**src/include/bcl_pkg.sv**
```systemverilog
// Shared constants, register map and state types of the boot code loader
`default_nettype none

package bcl_pkg;

  // ****************************************
  // Build defaults
  // ****************************************
  localparam logic [15:0] RELEASE_DELAY_DEF   = 16'd1000;
  localparam logic [18:0] COPY_WORD_TOTAL_DEF = 19'd8192;
  localparam logic [15:0] DEST_START_HIGH_DEF = 16'h4000;
  localparam logic [15:0] DEST_START_LOW_DEF  = 16'h0000;
  localparam logic [31:0] SRC_START_DEF       = 32'h0000_0000;
  localparam logic [1:0]  SW_RESET_KIND_DEF   = 2'h0;
  localparam bit          READ_4BYTE_DEF      = 1'b0;
  localparam bit          SYNC_RESET_DEF      = 1'b0;

  // ****************************************
  // Flash timing, in pclk cycles
  // ****************************************
  localparam int          SPI_CLK_RATIO       = 4;
  localparam logic [15:0] SPI_HALF_CYCLES     = 16'(SPI_CLK_RATIO / 2);
  localparam logic [15:0] SS_DESELECT_CYCLES  = 16'h0008;
  localparam logic [15:0] RST_RECOVERY_CYCLES = 16'h0008;

  // ****************************************
  // Flash command bytes and word step
  // ****************************************
  localparam logic [7:0]  CMD_READ3   = 8'h03;
  localparam logic [7:0]  CMD_READ4   = 8'h13;
  localparam logic [7:0]  CMD_RST_EN  = 8'h66;
  localparam logic [7:0]  CMD_RST     = 8'h99;
  localparam logic [7:0]  CMD_RST_ALT = 8'hf0;
  localparam logic [7:0]  CMD_FILL    = 8'h00;
  localparam logic [31:0] WORD_STEP   = 32'h0000_0004;

  // ****************************************
  // Status register map
  // ****************************************
  localparam logic [11:0] STATUS_OFFSET     = 12'h000;
  localparam logic [11:0] WORDS_OFFSET      = 12'h004;
  localparam logic [11:0] CTRL_OFFSET       = 12'h008;
  localparam int          ERR_WRITE_BIT     = 0;
  localparam int          ERR_VERIFY_BIT    = 1;
  localparam int          CTRL_HANDOVER_BIT = 0;
  localparam logic        CTRL_HANDOVER_RST = 1'b1;

  // ****************************************
  // State types
  // ****************************************
  typedef enum logic [2:0] {
    WR_WAIT  = 3'b000,
    WR_WSET  = 3'b001,
    WR_WACC  = 3'b011,
    WR_RSET  = 3'b010,
    WR_RACC  = 3'b110,
    WR_DELAY = 3'b111,
    WR_DONE  = 3'b101,
    WR_FAIL  = 3'b100
  } bcl_wr_state_type;

  typedef enum logic [1:0] {
    RD_WAIT = 2'b00,
    RD_HDR  = 2'b01,
    RD_DATA = 2'b11,
    RD_DONE = 2'b10
  } bcl_rd_state_type;

endpackage

`default_nettype wire

```
**src/rtl/bcl_reset_ctrl.sv**
```systemverilog
// Reset controller: merges the boot reset sources into one internal reset
`default_nettype none

module bcl_reset_ctrl #(
  parameter bit SYNC_RESET = bcl_pkg::SYNC_RESET_DEF
) (
  input  wire logic pclk,
  input  wire logic presetn,
  input  wire logic system_reset_request,
  input  wire logic watchdog_reset_request,
  output logic      arst_n,
  output logic      loader_internal_reset_n
);
  import bcl_pkg::*;

  logic       req;
  logic [1:0] hold_reg;

  // Async flops see the pin only in the async build
  assign arst_n = SYNC_RESET ? 1'b1 : presetn;
  assign req    = system_reset_request | watchdog_reset_request
                | (SYNC_RESET & ~presetn);

  // Two-stage release keeps the internal reset clean of request glitches
  always_ff @(posedge pclk or negedge arst_n) begin
    if (!arst_n) begin
      hold_reg <= 2'b00;
    end else if (req) begin
      hold_reg <= 2'b00;
    end else begin
      hold_reg <= {hold_reg[0], 1'b1};
    end
  end

  assign loader_internal_reset_n = hold_reg[1];

endmodule

`default_nettype wire

```
**src/rtl/bcl_spi_byte.sv**
```systemverilog
// Mode 0 serial byte engine: one byte out on mosi, one byte in from miso
`default_nettype none

module bcl_spi_byte (
  input  wire logic       pclk,
  input  wire logic       arst_n,
  input  wire logic       srst_n,
  input  wire logic       start,
  input  wire logic [7:0] tx_byte,
  input  wire logic       miso,
  output logic            busy,
  output logic            done,
  output logic [7:0]      rx_byte,
  output logic            sck,
  output logic            mosi
);
  import bcl_pkg::*;

  logic [15:0] div_reg;
  logic [3:0]  edge_reg;
  logic [7:0]  shift_reg;
  logic        tick;

  // One enable pulse per half period of the serial clock
  assign tick = busy & (div_reg <= 16'h0001);

  // Clock idles low, data sampled on rising, shifted on falling
  always_ff @(posedge pclk or negedge arst_n) begin
    if (!arst_n) begin
      {busy, done, sck, mosi} <= 4'h0;
      {div_reg, edge_reg, shift_reg, rx_byte} <= '0;
    end else if (!srst_n) begin
      {busy, done, sck, mosi} <= 4'h0;
      {div_reg, edge_reg, shift_reg, rx_byte} <= '0;
    end else begin
      done <= 1'b0;
      if (start && !busy) begin
        busy      <= 1'b1;
        div_reg   <= SPI_HALF_CYCLES;
        edge_reg  <= 4'hf;
        shift_reg <= tx_byte;
        mosi      <= tx_byte[7];
        sck       <= 1'b0;
      end else if (busy) begin
        div_reg <= tick ? SPI_HALF_CYCLES : div_reg - 16'h0001;
        if (tick) begin
          sck <= ~sck;
          if (!sck) begin
            rx_byte <= {rx_byte[6:0], miso};
          end else begin
            shift_reg <= {shift_reg[6:0], 1'b0};
            mosi      <= shift_reg[6];
          end
          if (edge_reg == 4'h0) begin
            busy <= 1'b0;
            done <= 1'b1;
          end else begin
            edge_reg <= edge_reg - 4'h1;
          end
        end
      end
    end
  end

endmodule

`default_nettype wire

```
**src/rtl/bcl_top.sv**
```systemverilog
// Boot code loader: flash reader, word writer, processor hold and status
//
// Behaviour
// - One clock; active-low external reset plus active-high system reset request.
// - Synchronous reset flops for one build choice, asynchronous otherwise.
// - External reset, system request or watchdog request each start a boot.
// - Reset controller makes the internal reset for reader and writer.
// - During reset hold processor, block its memory access, open loader access.
// - Reader fetches boot bytes one at a time and packs 32-bit words.
// - Writer stores each word into processor memory with bus writes.
// - Writer shows word-ready; on word-valid it writes the presented word.
// - A slave error on any transfer aborts boot and sets error bit 0.
// - After reader completes, first word is read back; mismatch sets error bit 1.
// - After clean check wait release delay, then free processor, swap blocks.
// - After boot the flash pins pass to the peripheral side.
// - Memory side is an APB 3.0 initiator port to the memory target port.
// - Flash reads use mode 0, optional reset command sets, tunable timing.
// - Bypass input high suppresses the whole boot transfer.
// - Release delay is a build parameter, 4 to 65535, default 1000.
// - Word count is a build parameter, 0 to 262144, default 8192.
// - Destination start is two 16-bit halves, defaults 0x4000 and 0x0000.
//
// Implementation choices: the APB register port and the placing of the registers.
`default_nettype none

module bcl_top #(
  parameter bit          SYNC_RESET      = bcl_pkg::SYNC_RESET_DEF,
  parameter logic [15:0] RELEASE_DELAY   = bcl_pkg::RELEASE_DELAY_DEF,
  parameter logic [18:0] COPY_WORD_TOTAL = bcl_pkg::COPY_WORD_TOTAL_DEF,
  parameter logic [15:0] DEST_START_HIGH = bcl_pkg::DEST_START_HIGH_DEF,
  parameter logic [15:0] DEST_START_LOW  = bcl_pkg::DEST_START_LOW_DEF,
  parameter logic [1:0]  SW_RESET_KIND   = bcl_pkg::SW_RESET_KIND_DEF,
  parameter bit          READ_4BYTE      = bcl_pkg::READ_4BYTE_DEF
) (
  input  wire logic        pclk,
  input  wire logic        presetn,
  input  wire logic        system_reset_request,
  input  wire logic        watchdog_reset_request,
  input  wire logic        boot_bypass,
  input  wire logic        s_psel,
  input  wire logic        s_penable,
  input  wire logic        s_pwrite,
  input  wire logic [31:0] s_paddr,
  input  wire logic [31:0] s_pwdata,
  output logic [31:0]      s_prdata,
  output logic             s_pready,
  output logic             s_pslverr,
  output logic [31:0]      m_paddr,
  output logic             m_psel,
  output logic             m_penable,
  output logic             m_pwrite,
  output logic [31:0]      m_pwdata,
  input  wire logic [31:0] m_prdata,
  input  wire logic        m_pready,
  input  wire logic        m_pslverr,
  output logic             processor_hold_n,
  output logic             processor_memory_block,
  output logic             loader_memory_block,
  output logic [1:0]       boot_error,
  output logic             flash_sck,
  output logic             flash_mosi,
  output logic             flash_ss_n,
  input  wire logic        flash_miso,
  input  wire logic        periph_sck,
  input  wire logic        periph_mosi,
  input  wire logic        periph_ss_n,
  output logic             periph_miso
);
  import bcl_pkg::*;

  // ****************************************
  // Declarations
  // ****************************************
  localparam logic [31:0] DEST_START = {DEST_START_HIGH, DEST_START_LOW};
  localparam logic [2:0]  ADDR_LAST  = READ_4BYTE ? 3'h4 : 3'h3;

  logic             arst_n;
  logic             loader_internal_reset_n;
  bcl_rd_state_type rd_state;
  bcl_wr_state_type wr_state;
  logic [1:0]       cmd_reg;
  logic [2:0]       idx_reg;
  logic [15:0]      wait_reg;
  logic             ss_n_reg;
  logic [1:0]       bcnt_reg;
  logic [18:0]      left_reg;
  logic             reader_word_valid;
  logic [31:0]      word_reg;
  logic [31:0]      first_reg;
  logic             released_reg;
  logic [1:0]       err_reg;
  logic [18:0]      wcount_reg;
  logic [15:0]      dly_reg;
  logic             ctrl_reg;
  logic             eng_busy;
  logic             eng_done;
  logic [7:0]       eng_rx;
  logic             eng_sck;
  logic             eng_mosi;
  logic             eng_start;
  logic [8:0]       hdr;
  logic             word_ready;
  logic             word_take;
  logic             all_done;
  logic [31:0]      next_addr;

  // ****************************************
  // Reset controller and byte engine
  // ****************************************
  bcl_reset_ctrl #(
    .SYNC_RESET (SYNC_RESET)
  ) u_reset (
    .pclk                    (pclk),
    .presetn                 (presetn),
    .system_reset_request    (system_reset_request),
    .watchdog_reset_request  (watchdog_reset_request),
    .arst_n                  (arst_n),
    .loader_internal_reset_n (loader_internal_reset_n)
  );

  bcl_spi_byte u_byte (
    .pclk    (pclk),
    .arst_n  (arst_n),
    .srst_n  (loader_internal_reset_n),
    .start   (eng_start),
    .tx_byte (hdr[7:0]),
    .miso    (flash_miso),
    .busy    (eng_busy),
    .done    (eng_done),
    .rx_byte (eng_rx),
    .sck     (eng_sck),
    .mosi    (eng_mosi)
  );

  // ****************************************
  // Flash command bytes
  // ****************************************
  // Returns {last byte of command, byte}; data phase sends fill bytes
  function automatic logic [8:0] hdr_byte(input logic [1:0] cmd, input logic [2:0] idx,
                                          input logic data_phase);
    logic [2:0]  sh;
    logic [31:0] shifted;
    sh       = ADDR_LAST - idx;
    shifted  = SRC_START_DEF >> {sh, 3'b000};
    hdr_byte = {1'b0, CMD_FILL};
    if (!data_phase) begin
      case (cmd)
        2'h0: begin
          case (SW_RESET_KIND)
            2'h1:    hdr_byte = {1'b1, CMD_RST_EN};
            2'h2:    hdr_byte = {idx == 3'h3, (idx == 3'h0) ? CMD_RST_ALT : CMD_FILL};
            default: hdr_byte = {1'b1, CMD_RST_ALT};
          endcase
        end
        2'h1:    hdr_byte = {1'b1, CMD_RST};
        default: begin
          if (idx == 3'h0) begin
            hdr_byte = {1'b0, READ_4BYTE ? CMD_READ4 : CMD_READ3};
          end else begin
            hdr_byte = {idx == ADDR_LAST, shifted[7:0]};
          end
        end
      endcase
    end
  endfunction

  assign hdr = hdr_byte(cmd_reg, idx_reg, rd_state == RD_DATA);

  // ****************************************
  // Byte reader
  // ****************************************
  // Next byte only when the engine is fully idle; stall while a word waits
  assign eng_start = ~eng_busy & ~eng_done
                   & ((rd_state == RD_HDR)
                   | ((rd_state == RD_DATA) & (left_reg != 19'h0) & ~reader_word_valid));
  assign word_take = reader_word_valid & word_ready;
  assign all_done  = (rd_state == RD_DONE);

  // Reader sequence: recovery wait, optional reset commands, read, stream
  always_ff @(posedge pclk or negedge arst_n) begin
    if (!arst_n) begin
      rd_state <= RD_WAIT;
      {cmd_reg, idx_reg, bcnt_reg, reader_word_valid} <= '0;
      wait_reg <= RST_RECOVERY_CYCLES;
      ss_n_reg <= 1'b1;
      left_reg <= COPY_WORD_TOTAL;
    end else if (!loader_internal_reset_n) begin
      rd_state          <= RD_WAIT;
      cmd_reg           <= (SW_RESET_KIND == 2'h0) ? 2'h2 : 2'h0;
      {idx_reg, bcnt_reg, reader_word_valid} <= '0;
      wait_reg          <= RST_RECOVERY_CYCLES;
      ss_n_reg          <= 1'b1;
      left_reg          <= COPY_WORD_TOTAL;
    end else begin
      if (word_take) begin
        reader_word_valid <= 1'b0;
      end
      case (rd_state)
        RD_WAIT: begin
          if (boot_bypass) begin
            rd_state <= RD_DONE;
          end else if (wait_reg > 16'h0001) begin
            wait_reg <= wait_reg - 16'h0001;
          end else begin
            rd_state <= RD_HDR;
            ss_n_reg <= 1'b0;
            idx_reg  <= 3'h0;
          end
        end
        RD_HDR: begin
          if (eng_done) begin
            if (!hdr[8]) begin
              idx_reg <= idx_reg + 3'h1;
            end else if (cmd_reg == 2'h2) begin
              rd_state <= RD_DATA;
            end else begin
              // Deselect between commands, recovery after the last reset command
              rd_state <= RD_WAIT;
              ss_n_reg <= 1'b1;
              cmd_reg  <= (cmd_reg == 2'h0 && SW_RESET_KIND == 2'h1) ? 2'h1 : 2'h2;
              wait_reg <= (cmd_reg == 2'h0 && SW_RESET_KIND == 2'h1)
                        ? SS_DESELECT_CYCLES : RST_RECOVERY_CYCLES;
            end
          end
        end
        RD_DATA: begin
          if (eng_done) begin
            bcnt_reg <= bcnt_reg + 2'h1;
            if (bcnt_reg == 2'h3) begin
              reader_word_valid <= 1'b1;
              left_reg          <= left_reg - 19'h1;
            end
          end else if (left_reg == 19'h0 && !reader_word_valid) begin
            rd_state <= RD_DONE;
            ss_n_reg <= 1'b1;
          end
        end
        RD_DONE: begin
          ss_n_reg <= 1'b1;
        end
        default: begin
          rd_state <= RD_DONE;
        end
      endcase
    end
  end

  // Bytes pack low lane first; only read while a word is valid
  always_ff @(posedge pclk) begin
    if (eng_done && rd_state == RD_DATA) begin
      word_reg[{bcnt_reg, 3'b000} +: 8] <= eng_rx;
    end
  end

  // ****************************************
  // Word writer
  // ****************************************
  assign word_ready = (wr_state == WR_WAIT) & ~boot_bypass;
  assign next_addr  = DEST_START + 32'({wcount_reg, 2'b00});
  assign m_psel     = (wr_state == WR_WSET) | (wr_state == WR_WACC)
                    | (wr_state == WR_RSET) | (wr_state == WR_RACC);
  assign m_penable  = (wr_state == WR_WACC) | (wr_state == WR_RACC);

  // Writes, read-back check, release countdown; idle for good afterwards
  always_ff @(posedge pclk or negedge arst_n) begin
    if (!arst_n) begin
      wr_state     <= WR_WAIT;
      {released_reg, err_reg, wcount_reg, dly_reg, m_pwrite} <= '0;
      {m_paddr, m_pwdata} <= '0;
    end else if (!loader_internal_reset_n) begin
      wr_state     <= WR_WAIT;
      {released_reg, err_reg, wcount_reg, dly_reg, m_pwrite} <= '0;
      {m_paddr, m_pwdata} <= '0;
    end else begin
      case (wr_state)
        WR_WAIT: begin
          if (boot_bypass) begin
            wr_state <= WR_DELAY;
            dly_reg  <= RELEASE_DELAY;
          end else if (reader_word_valid) begin
            wr_state <= WR_WSET;
            m_paddr  <= next_addr;
            m_pwdata <= word_reg;
            m_pwrite <= 1'b1;
          end else if (all_done) begin
            if (wcount_reg == 19'h0) begin
              wr_state <= WR_DELAY;
              dly_reg  <= RELEASE_DELAY;
            end else begin
              wr_state <= WR_RSET;
              m_paddr  <= DEST_START;
              m_pwrite <= 1'b0;
            end
          end
        end
        WR_WSET: begin
          wr_state <= WR_WACC;
        end
        WR_WACC: begin
          if (m_pready) begin
            if (m_pslverr) begin
              err_reg[ERR_WRITE_BIT] <= 1'b1;
              wr_state               <= WR_FAIL;
            end else begin
              wcount_reg <= wcount_reg + 19'h1;
              wr_state   <= WR_WAIT;
            end
          end
        end
        WR_RSET: begin
          wr_state <= WR_RACC;
        end
        WR_RACC: begin
          if (m_pready) begin
            if (m_pslverr) begin
              err_reg[ERR_WRITE_BIT] <= 1'b1;
              wr_state               <= WR_FAIL;
            end else if (m_prdata != first_reg) begin
              err_reg[ERR_VERIFY_BIT] <= 1'b1;
              wr_state                <= WR_FAIL;
            end else begin
              wr_state <= WR_DELAY;
              dly_reg  <= RELEASE_DELAY;
            end
          end
        end
        WR_DELAY: begin
          if (dly_reg <= 16'h0001) begin
            wr_state     <= WR_DONE;
            released_reg <= 1'b1;
          end else begin
            dly_reg <= dly_reg - 16'h0001;
          end
        end
        WR_DONE: begin
          wr_state <= WR_DONE;
        end
        WR_FAIL: begin
          wr_state <= WR_FAIL;
        end
        default: begin
          wr_state <= WR_FAIL;
        end
      endcase
    end
  end

  // First word kept for the read-back compare
  always_ff @(posedge pclk) begin
    if (wr_state == WR_WAIT && reader_word_valid && !boot_bypass && wcount_reg == 19'h0) begin
      first_reg <= word_reg;
    end
  end

  // ****************************************
  // Processor hold and access blocks
  // ****************************************
  assign processor_hold_n       = released_reg;
  assign processor_memory_block = ~released_reg;
  assign loader_memory_block    = released_reg;
  assign boot_error             = err_reg;

  // ****************************************
  // Flash pin handover
  // ****************************************
  // Peripheral side drives flash_sck, flash_mosi and flash_ss_n only after release and while enabled; periph_miso always follows flash_miso
  assign flash_sck   = (released_reg & ctrl_reg) ? periph_sck  : eng_sck;
  assign flash_mosi  = (released_reg & ctrl_reg) ? periph_mosi : eng_mosi;
  assign flash_ss_n  = (released_reg & ctrl_reg) ? periph_ss_n : ss_n_reg;
  assign periph_miso = flash_miso;

  // ****************************************
  // Status register slave
  // ****************************************
  logic        hit_status;
  logic        hit_words;
  logic        hit_ctrl;
  logic        s_hit;
  logic [31:0] rd_mux;

  // Zero-wait slave; unmapped addresses answer with an error
  assign hit_status = (s_paddr[11:0] == STATUS_OFFSET);
  assign hit_words  = (s_paddr[11:0] == WORDS_OFFSET);
  assign hit_ctrl   = (s_paddr[11:0] == CTRL_OFFSET);
  assign s_hit      = hit_status | hit_words | hit_ctrl;
  assign s_pready   = 1'b1;
  assign s_pslverr  = s_psel & s_penable & ~s_hit;
  assign rd_mux     = hit_status ? {28'h0, released_reg,
                                    (wr_state != WR_DONE) & (wr_state != WR_FAIL), err_reg}
                    : hit_words  ? {13'h0, wcount_reg}
                    : hit_ctrl   ? {31'h0, ctrl_reg}
                    : 32'h0;

  // Read data latched in setup; control survives loader resets, not pin reset
  always_ff @(posedge pclk or negedge arst_n) begin
    if (!arst_n) begin
      s_prdata <= 32'h0;
      ctrl_reg <= CTRL_HANDOVER_RST;
    end else if (SYNC_RESET && !presetn) begin
      s_prdata <= 32'h0;
      ctrl_reg <= CTRL_HANDOVER_RST;
    end else begin
      if (s_psel && !s_penable && !s_pwrite) begin
        s_prdata <= rd_mux;
      end
      if (s_psel && s_penable && s_pwrite && hit_ctrl) begin
        ctrl_reg <= s_pwdata[CTRL_HANDOVER_BIT];
      end
    end
  end

endmodule

`default_nettype wire

```
**config.mk**
```make
export PLATFORM = sky130hd
export DESIGN_NAME = bcl_top
export DESIGN_NICKNAME = d
export VERILOG_FILES = /design/src/include/bcl_pkg.sv /design/src/rtl/bcl_reset_ctrl.sv /design/src/rtl/bcl_spi_byte.sv /design/src/rtl/bcl_top.sv
export SDC_FILE = /design/constraint.sdc
export NUM_CORES = 1
export LEC_CHECK = 0
export ABC_AREA = 1
export BUFFER_PORTS_ARGS = -buffer_cell sky130_fd_sc_hd__buf_2
export CAP_MARGIN = 20
export CORE_ASPECT_RATIO = 1.2
export CORE_MARGIN = 2
export CORE_UTILIZATION = 35
export DETAILED_ROUTE_END_ITERATION = 6
export GPL_TIMING_DRIVEN = 0
export HOLD_SLACK_MARGIN = 0.12
export SYNTH_ARGS = -nofsm -noshare
export SYNTH_HDL_FRONTEND = slang
export SYNTH_SLANG_ARGS = --single-unit
```
**constraint.sdc**
```tcl
create_clock -name pclk -period 4.45 [get_ports pclk]
set_input_delay 0.445 -clock pclk [delete_from_list [all_inputs] [get_ports pclk]]
set_output_delay 0.445 -clock pclk [all_outputs]
set_load 0.01 [all_outputs]
```
==> summary.md, run 1 <==
| Metric | Value |
|---|---|
| Maximum fanout along the worst path | 10 |
| Die Ht | 217 um |
| H-tree depth | 1 |
| Mux share of post-synthesis cell area | 0.00255 |
| Outcome | complete, no violations |
| Root Buffer | clkbuf_16 |
| Drt pass-1 iters | 5 |
| Drt total wl | 34000 um |
| Core area | 37600 sq um |
| Die W | 181 um |
| Global Route Usage Sum | 0.173 |
| Layout Utilization | 0.420 |
| Arrival time at the worst endpoint | 2950 ps |
| Setup ws final | 1980 ps |
| Most frequent cells in the layout | nand2_1 (325), dfrtp_1 (196), nor2_1 (177), buf_2 (156), inv_1 (135) |
| Met3 Usage GRT | 0.0201 |
| Total Die Area | 39400 sq um |
| DP Wirelength | 25200 um |
| HP Start | s_pwdata[0] |
| Compound-Gate Fraction of Synth Area | 0.0939 |
| EDFF count, synth | 64 |
| Startpoint Class | flop |
| Worst Reg-to-Reg Cells | 7 |
| Logic pwr share | 0.059 |
| Synth unique cells | 49 |
| VDD IR max | 222 uV |
| CTS tree | done |
| Post-synthesis xor/xnor area fraction | 0.0377 |
| Commonest non-fill, non-tap cell in the layout | nand2_1 |
| Largest family of logic cells by synthesized area | simple AND/OR/NAND/NOR gates |
| Async S/R FF share, synth | 0.758 |
| Fillers | 3715 |
| Mapped cell area | 13200 sq um |
| Seq cells post-synth | 264 |
| First-pass GRT wire length | 55300 um |
| P_sw | 1.20 mW |
| Syn-to-layout area delta | 19.3% |
| Dpl ws | 1940 ps |
| RSZ-0062 raised after global routing | false |
| R2r endpoint | m_pwdata[16]$_DFFE_PN0P_ |
| Hold Vio Cnt, Final | 0 |
| Largest net degree at the start of global routing | 119 |
| # diodes | 0 |
| Ys flop type | dfrtp_1 |
| Row Count | 78 |
| Worst Setup End Kind | flop |
| Post-Synth Simple-Gate Area | 0.248 |
| WL/cell | 15.3 um |
| Clock skew | 19.3 ps |
| Leak | 7.59 nW |
| Worst Hold Depth | 2 |
| Period utilisation layout | 0.555 |
| Max Fclk | 0.405 GHz |
| Count of input and output buffers | 142 |
| Met2 Usage GRT | 0.295 |
| Number of global-route vias before repair | 10600 |
| Residual DRC | 0 |
| Reg clk slew, reported paths | 70 ps |
| Critical R2R Launch | wr_state[0]$_DFFE_PN0P_ |
| Worst path cell trace | buf_2 > inv_2 > nand4_2 > nor2_4 > nor2_1 > clkbuf_1 > a22o_1 |
| Switching Fraction | 0.218 |
| Initial Util | 0.352 |
| CTS sink cnt | 264 |
| Required @ worst endpoint | 4930 ps |
| Num CTS Buffers | 28 |
| Fin nets | 1849 |
| Total power | 5.52 mW |
| Seq pwr share | 0.454 |
| Crit path kind | reg2reg |
| PwrDens | 350 nW/um^2 |
| Min cycle time layout | 2470 ps |
| Flop2flop setup slack | 1980 ps |
| Final slew viol count | 0 |
| Clk Latency, worst-skew pair | 550 ps |
| Worst slew margin | 0.360 |
| Maximum root-to-sink buffer count | 3 |
| Vias per cell | 4.89 |
| Adder-Cell Fraction of Synth Area | 0.0180 |
| Maxcap violations | 0 |
| Slew @ Worst Pin | 956 ps |
| IO Count | 220 |
| CP max stage cell | nor2_1 |
| Cells after Synth | 1519 |
| Clock power frac | 0.488 |
| Hold EP | ctrl_reg$_DFFE_PN1P_ |
| Routed Antenna Nets | 0 |
| Largest stage delay on the critical path | 730 ps |
| Remaining Overflow, GRT | 0 |
| Initial drt markers | 754 |
| Share of cells above drive strength 1 | 0.167 |
| Post-CTS Resized | 0 |
| Sequential-to-total area share from yosys stat | 0.524 |
| RePlAce Congestion | 0.909 |
| Most used routing layer in global routing | met2 |
| Internal power component | 4.32 mW |
| Initial antenna violation count | 0 |
| Final setup fails | 0 |
| Hold crit path type | in2reg |
| GRT met1 Usage | 0.226 |
| Vias | 10900 |
| Mean post-synth cell area | 8.71 sq um |
| Synth warn | 0 |
-- area by class of cell --
cell class	count	area (sq um)	share of cell area
Multi-Input combinational cell	1055	5400	0.342
Inverter	148	556	0.0352
Timing Repair Buffer	147	788	0.0500
Clock buffer	33	741	0.0470
Sequential cell	264	6930	0.439
Tap cell	480	601	0.0381
Clock inverter	19	327	0.0207
Buffer	76	435	0.0276
-- metrics by stage --
step	std cells	hold WS (ps)	setup TNS [ps]	area (sq um)
6_report	2222	159	0	15800
5_1_grt	2222	152	0	15800
4_1_cts	2222	140	0	15800
3_5_place_dp	2166	434	0	14700
3_3_place_gp	2165	436	-122250	14600
2_1_floorplan	1543	149	0	13300
-- worst max-delay path, delay by kind of cell (launching register included) --
kind,cells,cell delay (ps)
and+or+nand+nor,3,970
buffers and inverters,3,850
AOI/OAI and AO/OA,1,260
DFF,1,320
-- how the worst max path moves through the flow --
stage | endpoint | slack (ps) | start | cells after the start
floorplan | first_reg[0]$_DFFE_PP_ | 2260 | wcount_reg[0]$_DFFE_PN0P_ | 5
global placement | m_pwdata[30]$_DFFE_PN0P_ | -640 | presetn | 1
detailed placement | m_pwdata[16]$_DFFE_PN0P_ | 1940 | boot_bypass | 7
CTS | flash_ss_n | 1980 | loader_memory_block$_DFFE_PN0P_ | 3
global route | m_pwdata[16]$_DFFE_PN0P_ | 1880 | wr_state[0]$_DFFE_PN0P_ | 7
finish | m_pwdata[16]$_DFFE_PN0P_ | 1980 | wr_state[0]$_DFFE_PN0P_ | 7
-- power groups by stage --
stage                     Sequential, mW  Clock (mW)  Combinational, mW
after floorplan                     2.55           0              0.194
after global placement              2.55           0              0.314
after detailed placement            2.55           0              0.322
after CTS                           2.50        2.76              0.327
after global routing                2.50        2.86              0.365
final                               2.50        2.69              0.323
-- logic make-up after synthesis --
kind of cell	count (synthesis)
compound gates	208
xor+xnor	57
fa+ha+maj	19
buf+inv	224
flops	264
mux	3
other cells	2
simple gates	742
-- layer usage --
layer / vias up / wire, um
met5: - / 0
met4: 0 / 1260
met3: 62 / 1510
met2: 295 / 16300
met1: 5099 / 14900
li1: 5400 / -
-- synthesized netlist by cell type (2+ instances only) --
library cell  instances  area share
nand2_1             325       0.092
dfrtp_1             196        0.37
nor2_1              177       0.050
inv_1               135       0.038
nand3_1             108       0.041
o21ai_0              83       0.031
edfxtp_1             64        0.15
nand4_1              47       0.022
a21oi_1              41       0.016
nor3_1               35       0.013
buf_4                33       0.019
a22o_1               32       0.021
xor2_1               29       0.019
xnor2_1              28       0.019
clkbuf_1             23      0.0065
o21ai_1              20      0.0076
ha_1                 19       0.018
o31ai_1              16      0.0091
buf_2                15      0.0057
inv_2                12      0.0034
or2_2                 8      0.0038
nand3b_1              6      0.0034
nor4_1                6      0.0028
nand2_2               5      0.0024
nor3_2                5      0.0038
o21a_1                5      0.0028
buf_1                 4      0.0011
dfstp_2               4      0.0079
nor2_2                4      0.0019
nor2_4                4      0.0034
and2_1                3      0.0014
mux2_2                3      0.0026
nor3b_1               3      0.0017
a211oi_1              2      0.0011
conb_1                2     0.00057
o211ai_1              2      0.0011
o221ai_1              2      0.0013
or2_1                 2     0.00095
-- timing repair --
item / CTS / global route
buffers inserted: 0 / 0
hold endpoints to repair: 83 / 0
hold buffers: 4 / 0
Note: power is estimated with default switching activity, not from simulation.
==> run 2, diff against run 1 <==
==> constraint.sdc (replaced) <==
create_clock -name pclk -period 2 [get_ports pclk]
set_input_delay 0.2 -clock pclk [delete_from_list [all_inputs] [get_ports pclk]]
set_output_delay 0.2 -clock pclk [all_outputs]
set_load 0.01 [all_outputs]
==> run 2 against run 1 <==
Net effect: combinational power is 140% higher; fmax is 28% higher; core utilization grew 1.5 points; cell count grew 1.4%; worst hold slack got worse by 8.9 ps; first-iteration DRC count is 3.2% lower; critical endpoint is now first_reg[3]$_DFFE_PP_; largest cell class unchanged; largest power group unchanged.
==> summary.md, run 2 (synthesized netlist as in run 1, its figures left out) <==
| Metric | Value |
|---|---|
| Maximum fanout along the worst path | 16 (was 10) |
| First-pass GRT wire length | 55800 um (was 55300 um) |
| Vias | 11100 (was 10900) |
| H-tree depth | 1 (unchanged) |
| PwrDens | 743 nW/um^2 (was 350 nW/um^2) |
| Hold Vio Cnt, Final | 0 (unchanged) |
| Clock skew | 22.8 ps (was 19.3 ps) |
| Count of input and output buffers | 142 (unchanged) |
| Initial drt markers | 730 (was 754) |
| Maxcap violations | 0 (unchanged) |
| Worst Setup End Kind | flop (unchanged) |
| Total power | 12.1 mW (was 5.52 mW) |
| Residual DRC | 0 (unchanged) |
| RSZ-0062 raised after global routing | true (was false) |
| WL/cell | 15.7 um (was 15.3 um) |
| Total Die Area | 39400 sq um (unchanged) |
| Vias per cell | 4.93 (was 4.89) |
| Dpl ws | -337 ps (was 1940 ps) |
| Reg clk slew, reported paths | 60 ps (was 70 ps) |
| IO Count | 220 (unchanged) |
| Clk Latency, worst-skew pair | 550 ps (about the same) |
| # diodes | 0 (unchanged) |
| Remaining Overflow, GRT | 0 (unchanged) |
| Area of the multi-input gates | 5670 sq um (was 5400 sq um) |
| Max Fclk | 0.516 GHz (was 0.405 GHz) |
| Initial antenna violation count | 0 (unchanged) |
| FF/Latch Area | 6930 sq um (about the same) |
| Setup ws final | 62.5 ps (was 1980 ps) |
| DP Wirelength | 25600 um (was 25200 um) |
| Die W | 181 um (unchanged) |
| Period utilisation layout | 0.969 (was 0.555) |
| CTS tree | done (unchanged) |
| Core area | 37600 sq um (unchanged) |
| Arrival time at the worst endpoint | 2150 ps (was 2950 ps) |
| Final setup fails | 0 (unchanged) |
| Largest net degree at the start of global routing | 76 (was 119) |
| Die Ht | 217 um (unchanged) |
| Outcome | complete, no violations (unchanged) |
| Row Count | 78 (unchanged) |
| Setup TNS | 0 ps (unchanged) |
| Worst slew margin | 0.439 (was 0.360) |
| Required @ worst endpoint | 2210 ps (was 4930 ps) |
| VDD IR max | 672 uV (was 222 uV) |
| Min cycle time layout | 1940 ps (was 2470 ps) |
| Num CTS Buffers | 29 (was 28) |
| Startpoint Class | flop (unchanged) |
| Syn-to-layout area delta | 23.5% (was 19.3%) |
| Hold crit path type | in2reg (unchanged) |
| Flop2flop setup slack | 60 ps (was 1980 ps) |
| Drt pass-1 iters | 5 (unchanged) |
| Routed Antenna Nets | 0 (unchanged) |
| Initial Util | 0.352 (unchanged) |
| Commonest non-fill, non-tap cell in the layout | nand2_1 (unchanged) |
| Share of cells above drive strength 1 | 0.213 (was 0.167) |
| Global Route Usage Sum | 0.174 (was 0.173) |
| Fillers | 3649 (was 3715) |
| Number of global-route vias before repair | 10800 (was 10600) |
| Most frequent cells in the layout | nand2_1 (318), dfrtp_1 (194), nor2_1 (154), buf_2 (153), inv_1 (126) (was nand2_1 (325), dfrtp_1 (196), nor2_1 (177), buf_2 (156), inv_1 (135)) |
| Root Buffer | clkbuf_16 (unchanged) |
| Leak | 7.81 nW (was 7.59 nW) |
| CTS sink cnt | 264 (unchanged) |
| Slew @ Worst Pin | 841 ps (was 956 ps) |
| RePlAce Congestion | 0.897 (was 0.909) |
| Drt total wl | 35400 um (was 34000 um) |
| Crit path kind | reg2reg (unchanged) |
| Fin nets | 1879 (was 1849) |
| Final slew viol count | 0 (unchanged) |
| Maximum root-to-sink buffer count | 3 (unchanged) |
==> run 2: layout make-up <==
cell class,instances,area share
Sequential cell,264,0.424
Multi-Input combinational cell,1057,0.347
Timing Repair Buffer,176,0.0645
Clock buffer,42,0.0512
Tap cell,480,0.0368
Inverter,148,0.0346
Buffer,73,0.0281
Clock inverter,11,0.0129
Timing Repair inverter,1,0.000306
==> run 2: routing by layer <==
metal / vias up / part of all wire / wire, um / GRT usage
li1: 5459 / - / - / -
met5: - / 0 / 0 / 0
met3: 68 / 0.048 / 1690 / 0.0233
met1: 5266 / 0.43 / 15200 / 0.222
met4: 0 / 0.033 / 1150 / 0.0572
met2: 303 / 0.49 / 17300 / 0.304
==> run 2: metrics by stage <==
step | utilization | hold slack (ps) | std cells | cell area [sq um]
floorplan | - | -95.6 | 1543 | 13300
global placement | 0.389 | 363 | 2165 | 14600
detailed placement | 0.391 | 177 | 2167 | 14700
CTS | 0.425 | 127 | 2235 | 16000
global route | 0.435 | 165 | 2252 | 16300
finish | 0.435 | 150 | 2252 | 16300
==> run 2: where the power goes <==
part / switching [mW] / internal (mW)
Combinational: 0.476 / 0.302
Clock: 2.13 / 3.66
Sequential: 0.0360 / 5.54
==> run 2: worst max-delay path, stage by stage, from the launching register on <==
cell	delay (ps)
dfrtp_1	450
inv_1	200
nand4_1	180
nor4_4	290
buf_4	190
and2_4	310
==> run 2: timing repair <==
item                                    in CTS  in global routing
pin swaps                                    2                 10
endpoints found under the setup margin     141                190
hold endpoints to repair                   133                  0
hold buffers                                12                  0
setup buffers                                4                 14
gates cloned                                 0                  5
resized for setup                           29                 86
==> run 2: worst paths after layout <==
path	startpoint	endpoint	depth (start not counted)
setup / recovery	wcount_reg[9]$_DFFE_PN0P_	first_reg[3]$_DFFE_PP_	5
min in group asynchronous	presetn	wait_reg[15]$_DFFE_PN0P_	2
hold / removal	s_pwrite	s_prdata[4]$_DFFE_PN0P_	4
max in group asynchronous	presetn	m_pwdata[9]$_DFFE_PN0P_	4
setup reg to reg	wcount_reg[9]$_DFFE_PN0P_	first_reg[3]$_DFFE_PP_	5
hold reg to reg	word_reg[6]$_DFFE_PP_	first_reg[6]$_DFFE_PP_	0
